### config.mk
export PLATFORM = sky130hd
export DESIGN_NAME = hdlc_fifo_route
export DESIGN_NICKNAME = d
export VERILOG_FILES = /design/src/include/hdlc_pkg.sv /design/src/include/fifo_if.sv /design/src/core/hdlc_fifo_route.sv /design/src/core/byte_fifo.sv
export SDC_FILE = /design/constraint.sdc
export NUM_CORES = 1
export LEC_CHECK = 0
export ABC_AREA = 0
export ABC_CLOCK_PERIOD_IN_PS = 6800
export BUFFER_PORTS_ARGS = -buffer_cell sky130_fd_sc_hd__buf_2
export CAP_MARGIN = 20
export CORE_MARGIN = 2
export CORE_UTILIZATION = 47
export DETAILED_ROUTE_END_ITERATION = 10
export PLACE_DENSITY_LB_ADDON = 0.12
export SLEW_MARGIN = 20
export SYNTH_ARGS = -nofsm -noshare
export SYNTH_HDL_FRONTEND = slang
export SYNTH_SLANG_ARGS = --single-unit
### constraint.sdc
create_clock -name core_clk -period 6.8 [get_ports core_clk]
set_input_delay 0.68 -clock core_clk [delete_from_list [all_inputs] [get_ports core_clk]]
set_output_delay 0.68 -clock core_clk [all_outputs]
set_load 0.005 [all_outputs]
### src/include/hdlc_pkg.sv
// Purpose: Shared constants for the HDLC FIFO and receive routing block
// Assumes: 8-bit host port, one 20 MHz core clock
// Notes:   Offsets are the host byte addresses of the registers
package hdlc_pkg;
  // ****************************************************************
  // Register map
  // ****************************************************************
  localparam logic [7:0] RX_PACKET_FIFO_DATA_ADDR = 8'hB4;
  localparam logic [7:0] RX_PACKET_STATUS_ADDR = 8'hB5;
  localparam logic [7:0] TX_PACKET_STATUS_ADDR = 8'hB6;
  localparam logic [7:0] TX_PACKET_FIFO_DATA_ADDR = 8'hB7;
  localparam logic [7:0] RX_ROUTING_CONTROL_ADDR = 8'hB8;
  localparam logic [7:0] RX_BIT_SUPPRESS_CONTROL_ADDR = 8'hB9;
  // ****************************************************************
  // Field positions
  // ****************************************************************
  localparam int RX_ABORT_BIT = 7;
  localparam int RX_CRC_BIT = 6;
  localparam int RX_OVR_BIT = 5;
  localparam int RX_GOOD_BIT = 4;
  localparam int RX_VACANT_BIT = 3;
  localparam int TX_VACANT_BIT = 2;
  localparam int TX_SATURATED_BIT = 1;
  localparam int TX_STARVED_BIT = 0;
  localparam int RT_ENABLE_BIT = 7;
  localparam int RT_DS0_BIT = 6;
  localparam int RT_BLOCK_BIT = 5;
  localparam logic [2:0] SA4_BIT_IDX = 3'h3;
  localparam logic [2:0] SA_MASK_TOP = 3'h7;
  // ****************************************************************
  // Reset values and sizes
  // ****************************************************************
  localparam logic [7:0] ROUTE_RESET = 8'h00;
  localparam logic [7:0] SUPPRESS_RESET = 8'h00;
  localparam logic [7:0] READ_IDLE = 8'h00;
  localparam int FIFO_WIDTH = 8;
  localparam int FIFO_AW = 6;
  localparam logic [FIFO_AW:0] FIFO_DEPTH = 7'h40;
endpackage : hdlc_pkg

### src/include/fifo_if.sv
// Purpose: Push/pop link between the block core and a byte FIFO
// Assumes: Both ends on core_clk
// Notes:   head always shows the oldest byte one cycle after any change
`timescale 1ns/1ps
`default_nettype none
interface fifo_if;
  logic push;
  logic [7:0] push_data;
  logic pop;
  logic [7:0] head;
  logic empty;
  logic full;
  modport owner (output push, output push_data, output pop,
                 input head, input empty, input full);
  modport store (input push, input push_data, input pop,
                 output head, output empty, output full);
endinterface : fifo_if
`default_nettype wire

### src/core/hdlc_fifo_route.sv
// Purpose: Host FIFO ports, packet status and receive HDLC routing
// Assumes: Host port and framer stream are synchronous to core_clk
// Notes:   Host reads answer one cycle after the strobe
`timescale 1ns/1ps
`default_nettype none
// Summary of operation
// - Receive abort, CRC, overflow, good-message flags latch and clear on status read.
// - Transmit status bit 2 shows live transmit FIFO empty.
// - Transmit status bit 1 shows live transmit FIFO full.
// - Transmit FIFO running dry mid-message sends abort and sets bit 0.
// - Underrun flag holds until a transmit status read clears it.
// - Transmit status bits 7 to 3 are unassigned; they read zero here.
// - Sa routing: select bits 4 down to 0 enable Sa4 through Sa8.
// - Engine push into a full receive FIFO sets the overflow flag.
// - Receive status shows live receive FIFO empty.
module hdlc_fifo_route
  import hdlc_pkg::*;
(
  input wire logic core_clk,
  input wire logic nrst,
  input wire logic [7:0] host_addr,
  input wire logic host_rd,
  input wire logic host_wr,
  input wire logic [7:0] host_wdata,
  output logic [7:0] host_rdata,
  input wire logic eng_rx_push,
  input wire logic [7:0] eng_rx_data,
  input wire logic eng_rx_abort,
  input wire logic eng_rx_crc_err,
  input wire logic eng_rx_msg_ok,
  input wire logic eng_tx_pop,
  input wire logic eng_tx_in_msg,
  output logic [7:0] eng_tx_data,
  output logic eng_tx_data_valid,
  output logic eng_tx_abort,
  input wire logic ts_strobe,
  input wire logic ts_bit,
  input wire logic [4:0] ts_slot,
  input wire logic [2:0] ts_bit_idx,
  input wire logic ts_nfas,
  input wire logic [31:0] rx_channel_block_regs,
  output logic hdlc_rx_bit,
  output logic hdlc_rx_bit_valid
);
  // ****************************************************************
  // State
  // ****************************************************************
  typedef struct packed {
    logic [7:0] rdata;
    logic rx_abort_seen_flag;
    logic rx_checksum_error_flag;
    logic rx_fifo_overflow_flag;
    logic rx_good_message_flag;
    logic tx_starved_flag;
    logic [7:0] tx_data;
    logic tx_valid;
    logic tx_abort;
    logic [7:0] route;
    logic [7:0] suppress;
    logic hbit;
    logic hvalid;
  } core_state_t;

  core_state_t s_q;
  core_state_t s_d;
  fifo_if rxf ();
  fifo_if txf ();

  logic rd_rx_data;
  logic rd_rx_stat;
  logic rd_tx_stat;
  logic wr_tx_data;
  logic tx_underrun;
  logic chan_hit;
  logic take_bit;

  byte_fifo u_rx_fifo (.core_clk(core_clk), .nrst(nrst), .f(rxf));
  byte_fifo u_tx_fifo (.core_clk(core_clk), .nrst(nrst), .f(txf));

  // ****************************************************************
  // Decode and FIFO hookup
  // ****************************************************************
  assign rd_rx_data = host_rd && (host_addr == RX_PACKET_FIFO_DATA_ADDR);
  assign rd_rx_stat = host_rd && (host_addr == RX_PACKET_STATUS_ADDR);
  assign rd_tx_stat = host_rd && (host_addr == TX_PACKET_STATUS_ADDR);
  assign wr_tx_data = host_wr && (host_addr == TX_PACKET_FIFO_DATA_ADDR);
  // Engine push into a full FIFO is dropped; it only raises the flag
  assign rxf.push = eng_rx_push && !rxf.full;
  assign rxf.push_data = eng_rx_data;
  assign rxf.pop = rd_rx_data && !rxf.empty;
  // A write into a full transmit FIFO is lost; host polls the full bit
  assign txf.push = wr_tx_data && !txf.full;
  assign txf.push_data = host_wdata;
  assign txf.pop = eng_tx_pop && !txf.empty;
  assign tx_underrun = eng_tx_pop && txf.empty && eng_tx_in_msg;

  // ****************************************************************
  // Receive routing
  // ****************************************************************
  always_comb
  begin
    if (s_q.route[RT_BLOCK_BIT])
    begin
      chan_hit = rx_channel_block_regs[ts_slot];
    end
    else
    begin
      chan_hit = (ts_slot == s_q.route[4:0]);
    end
    take_bit = 1'b0;
    if (ts_strobe && s_q.route[RT_ENABLE_BIT])
    begin
      if (s_q.route[RT_DS0_BIT])
      begin
        take_bit = chan_hit && !s_q.suppress[ts_bit_idx];
      end
      else
      begin
        // Sa bits sit in timeslot 0 of frames without the alignment word
        take_bit = (ts_slot == 5'h00) && ts_nfas && (ts_bit_idx >= SA4_BIT_IDX)
                   && s_q.route[SA_MASK_TOP - ts_bit_idx];
      end
    end
  end

  // ****************************************************************
  // Next state
  // ****************************************************************
  always_comb
  begin
    s_d = s_q;
    s_d.tx_valid = txf.pop;
    s_d.tx_abort = tx_underrun;
    s_d.hvalid = take_bit;
    if (take_bit)
    begin
      s_d.hbit = ts_bit;
    end
    if (txf.pop)
    begin
      s_d.tx_data = txf.head;
    end
    s_d.rdata = READ_IDLE;
    if (rd_rx_data && !rxf.empty)
    begin
      s_d.rdata = rxf.head;
    end
    if (rd_rx_stat)
    begin
      s_d.rdata[RX_ABORT_BIT] = s_q.rx_abort_seen_flag;
      s_d.rdata[RX_CRC_BIT] = s_q.rx_checksum_error_flag;
      s_d.rdata[RX_OVR_BIT] = s_q.rx_fifo_overflow_flag;
      s_d.rdata[RX_GOOD_BIT] = s_q.rx_good_message_flag;
      s_d.rdata[RX_VACANT_BIT] = rxf.empty;
      s_d.rx_abort_seen_flag = 1'b0;
      s_d.rx_checksum_error_flag = 1'b0;
      s_d.rx_fifo_overflow_flag = 1'b0;
      s_d.rx_good_message_flag = 1'b0;
    end
    if (rd_tx_stat)
    begin
      s_d.rdata[TX_VACANT_BIT] = txf.empty;
      s_d.rdata[TX_SATURATED_BIT] = txf.full;
      s_d.rdata[TX_STARVED_BIT] = s_q.tx_starved_flag;
      s_d.tx_starved_flag = 1'b0;
    end
    if (host_rd && (host_addr == RX_ROUTING_CONTROL_ADDR))
    begin
      s_d.rdata = s_q.route;
    end
    if (host_rd && (host_addr == RX_BIT_SUPPRESS_CONTROL_ADDR))
    begin
      s_d.rdata = s_q.suppress;
    end
    if (host_wr && (host_addr == RX_ROUTING_CONTROL_ADDR))
    begin
      s_d.route = host_wdata;
    end
    if (host_wr && (host_addr == RX_BIT_SUPPRESS_CONTROL_ADDR))
    begin
      s_d.suppress = host_wdata;
    end
    // Sets come last so an event in the clearing read is kept
    if (eng_rx_abort)
    begin
      s_d.rx_abort_seen_flag = 1'b1;
    end
    if (eng_rx_crc_err)
    begin
      s_d.rx_checksum_error_flag = 1'b1;
    end
    if (eng_rx_msg_ok)
    begin
      s_d.rx_good_message_flag = 1'b1;
    end
    if (eng_rx_push && rxf.full)
    begin
      s_d.rx_fifo_overflow_flag = 1'b1;
    end
    if (tx_underrun)
    begin
      s_d.tx_starved_flag = 1'b1;
    end
  end

  always_ff @(posedge core_clk)
  begin
    if (!nrst)
    begin
      s_q <= '{rdata: READ_IDLE, tx_data: '0, route: ROUTE_RESET,
               suppress: SUPPRESS_RESET, default: 1'b0};
    end
    else
    begin
      s_q <= s_d;
    end
  end

  assign host_rdata = s_q.rdata;
  assign eng_tx_data = s_q.tx_data;
  assign eng_tx_data_valid = s_q.tx_valid;
  assign eng_tx_abort = s_q.tx_abort;
  assign hdlc_rx_bit = s_q.hbit;
  assign hdlc_rx_bit_valid = s_q.hvalid;
endmodule : hdlc_fifo_route
`default_nettype wire

### src/core/byte_fifo.sv
// Purpose: 64-byte packet FIFO with registered head and flags
// Assumes: Owner never pushes when full nor pops when empty
// Notes:   Head bypasses a write into an empty FIFO
`timescale 1ns/1ps
`default_nettype none
module byte_fifo
  import hdlc_pkg::*;
(
  input wire logic core_clk,
  input wire logic nrst,
  fifo_if.store f
);
  typedef struct packed {
    logic [FIFO_AW-1:0] wr_ptr;
    logic [FIFO_AW-1:0] rd_ptr;
    logic [FIFO_AW:0] count;
    logic [7:0] head;
    logic empty;
    logic full;
  } fifo_state_t;

  fifo_state_t s_q;
  fifo_state_t s_d;
  logic [7:0] mem [0:(1<<FIFO_AW)-1];

  always_comb
  begin
    s_d = s_q;
    if (f.push)
    begin
      s_d.wr_ptr = s_q.wr_ptr + 1'b1;
    end
    if (f.pop)
    begin
      s_d.rd_ptr = s_q.rd_ptr + 1'b1;
    end
    s_d.count = s_q.count + {6'h00, f.push} - {6'h00, f.pop};
    s_d.empty = (s_d.count == 7'h00);
    s_d.full = (s_d.count == FIFO_DEPTH);
    // Bypass keeps the head valid when the only byte was just written
    if (f.push && (s_q.wr_ptr == s_d.rd_ptr))
    begin
      s_d.head = f.push_data;
    end
    else
    begin
      s_d.head = mem[s_d.rd_ptr];
    end
  end

  always_ff @(posedge core_clk)
  begin
    if (!nrst)
    begin
      s_q <= '{wr_ptr: '0, rd_ptr: '0, count: '0, head: '0, empty: 1'b1, full: 1'b0};
    end
    else
    begin
      s_q <= s_d;
    end
  end

  always_ff @(posedge core_clk)
  begin
    if (f.push)
    begin
      mem[s_q.wr_ptr] <= f.push_data;
    end
  end

  assign f.head = s_q.head;
  assign f.empty = s_q.empty;
  assign f.full = s_q.full;
endmodule : byte_fifo
`default_nettype wire

==> results.ini <==
[synth]
ys_warn_count = 0
syn-num-nets = 3785
syn_avg_cell_area_sq_um = 12.6
synth_top_area_cell = edfxtp_1
synth_edf_count = 1024
synth_area_sq_um = 46400
ys.flop_type = edfxtp_1
synthDistinctLibCells = 81
post-synth-top-count-cell = edfxtp_1
synth-seq-area-share_pct = 70.5
async_flop_share_pct = 0
ys_top_cells_by_count = 1,024 x edfxtp_1, 981 x nand2_1, 383 x nand3_1
synth-seq-cells = 1123
syn_inst = 3688
synth_top_area_share_pct = 66.3
post_synth_main_area_contributors = edfxtp_1 66%, nand2_1 7.9%, dfxtp_1 4.3%

[placed_design]
place_inst = 4873
portBuffers = 96
dp_hpwl_mm = 69.6
place_congestion = 0.853
dpl_cell_area_sq_um = 47900

[clocking]
postCtsHoldBufs = 0
cts_tree = yes
clkTransAtPathRegs_ns = 0.06
cts_max_level = 3
cts_resized = 0
numCtsBuffers = 114
cts.path.max_buffers = 3
root_buffer = clkbuf_16
cts_setup_buffers = 0
cts_sinks = 1123
worstSkewPairLatency_ns = 0.70

[finish]
area_growth_pct = 11.3
fill_cells = 8410
multi_input_area_sq_um = 12500
final_util_pct = 52.6
drive_gt1_share_pct = 10.2
seq_area_sq_um = 32700
final-instance-count-excl-fill = 5088
design_area_sq_um = 51700
fin_nets = 3800

[timing]
maxSlewViolCount = 0
fin_skew_ns = 0.0306
fin_tns_setup_ns = 0
rsz0062_at_grt = false
finalSetupViolCount = 0
fmax_ghz = 0.257
period_share_pct = 57.3
hold_violations = 0
min_period_ns = 3.90
worstMarginPinSlew_ns = 1.10
relSlewSlack_pct = 26.7

[die]
dieHeight_um = 318
core_sq_um = 98100
start_util_pct = 47.3
ios = 97
rows = 115
die_w_um = 318
die_area_sq_um = 101000

[hold_path]
hold_class = input port to flip-flop

[drt]
routed_wirelength_mm = 121
detail_route.vias_per_cell = 5.74
antenna_left = 0
drt_iter0_markers = 2776
dr.pass1.iters = 7
vias = 29200
wl_per_cell_um = 23.8
drc_errors = 0

[global_route]
antenna_found_initial = 0
grt_pass1_wl_mm = 182
track_usage_pct = 23.6
grt_max_degree = 153
overflow = 0
grt_pass1_vias = 28400

[run]
cap_violations = 0

[worst_setup_path]
crit_type = flip-flop to flip-flop
worst_setup_path_end_kind = flip-flop
critPathRequiredTime_ns = 7.43
cp_max_fo = 26
cp_data_arrival_time_ns = 4.53
start_kind = flip-flop

[power_and_ir_drop]
p_leak_nw = 17.8
power.density_nw_per_um2 = 325
peakVddDrop_uv = 280
power_mw = 16.8

[status]
status = complete, no violations

-- per-layer routing --
metal,up-vias,wire length (um),global-route usage (%)
li1,13500,-,-
met1,14600,52300,32.2
met2,872,59200,39.7
met3,205,6140,2.85
met4,0,3300,7.20
met5,-,0,0
-- power by group --
part	total (mW)	switching, mW	internal [mW]
Clock	6.26	2.64	3.62
Combinational	2.81	1.85	0.968
Sequential	7.72	0.0889	7.63
-- stage by stage --
stage,hold slack (ns),setup WS (ns)
global route,0.216,2.64
floorplan,0.417,3.01
CTS,0.193,2.89
detailed placement,0.451,2.33
finish,0.221,2.90
global placement,0.442,2.31
-- critical path, stage by stage, from the launching register on --
cell and delay, ns:
dfxtp_1 0.78, ha_1 0.58, nand2b_1 0.89, o22ai_1 0.19
o21ai_0 0.28, nand2_1 0.15, a211oi_1 0.64, a211oi_1 0.15
a21oi_1 0.18
-- placed cells by master (no fill, tap or decap), drive strengths merged, types with 5 or more instances in the layout --
cell type	Yosys	routed
a211o	8	8
a211oi	22	22
a21oi	57	57
a22oi	24	24
a311oi	72	72
a31oi	94	94
a32oi	13	13
and2	14	14
and3	86	86
buf	162	146
bufinv	0	12
clkbuf	85	149
clkinv	0	47
dfxtp	99	99
edfxtp	1024	1024
ha	18	18
inv	31	32
mux2i	50	50
mux4	36	36
nand2	983	983
nand2b	6	6
nand3	386	386
nand4	20	20
nor2	221	221
nor2b	5	5
nor3	9	9
nor4	6	6
o21ai	27	27
o221ai	16	16
o22ai	15	15
or3	6	6
xnor2	27	27
xor2	19	19
-- path summary, 6_finish.rpt --
path | cells after the start | slack, ns | endpoint | startpoint
max | 8 | 2.90 | u_rx_fifo.f.head[0] | u_rx_fifo.s_q[18]
min | 3 | 0.22 | s_q[29] | eng_rx_msg_ok
max reg2reg | 8 | 2.90 | u_rx_fifo.f.head[0] | u_rx_fifo.s_q[18]
min reg2reg | 2 | 0.46 | eng_tx_data[0] | eng_tx_data[0]
-- sequential cells by signal, indices dropped and copies added, names as in the netlist, 8 cells and up --
name,count
u_rx_fifo.mem,512
u_tx_fifo.mem,512
s_q,21
u_rx_fifo.s_q,19
u_tx_fifo.s_q,19
eng_tx_data,8
host_rdata,8
u_rx_fifo.f.head,8
u_tx_fifo.f.head,8
-- area by class of cell --
| type | instances | share of cell area, % |
|---|---|---|
| clock inverters | 64 | 1.28 |
| multi-input cells | 2287 | 24.3 |
| diodes | 1 | 0.00484 |
| flip-flops and latches | 1123 | 63.4 |
| repair buffers | 146 | 1.84 |
| inverters | 31 | 0.230 |
| clock buffers | 149 | 5.92 |
| well taps | 1287 | 3.12 |
-- kinds of logic after synthesis --
| group | count (synthesis) | synth area share [%] |
|---|---|---|
| buffers and inverters | 278 | 2.78 |
| XOR/XNOR | 50 | 1.21 |
| adder cells (fa/ha/maj) | 20 | 0.572 |
| multiplexers | 89 | 2.90 |
| flip-flops | 1123 | 70.5 |
| AND/OR/NAND/NOR | 1763 | 16.5 |
| AO/OA/AOI/OAI | 365 | 5.48 |
Note: power is estimated with default switching activity, not from simulation.
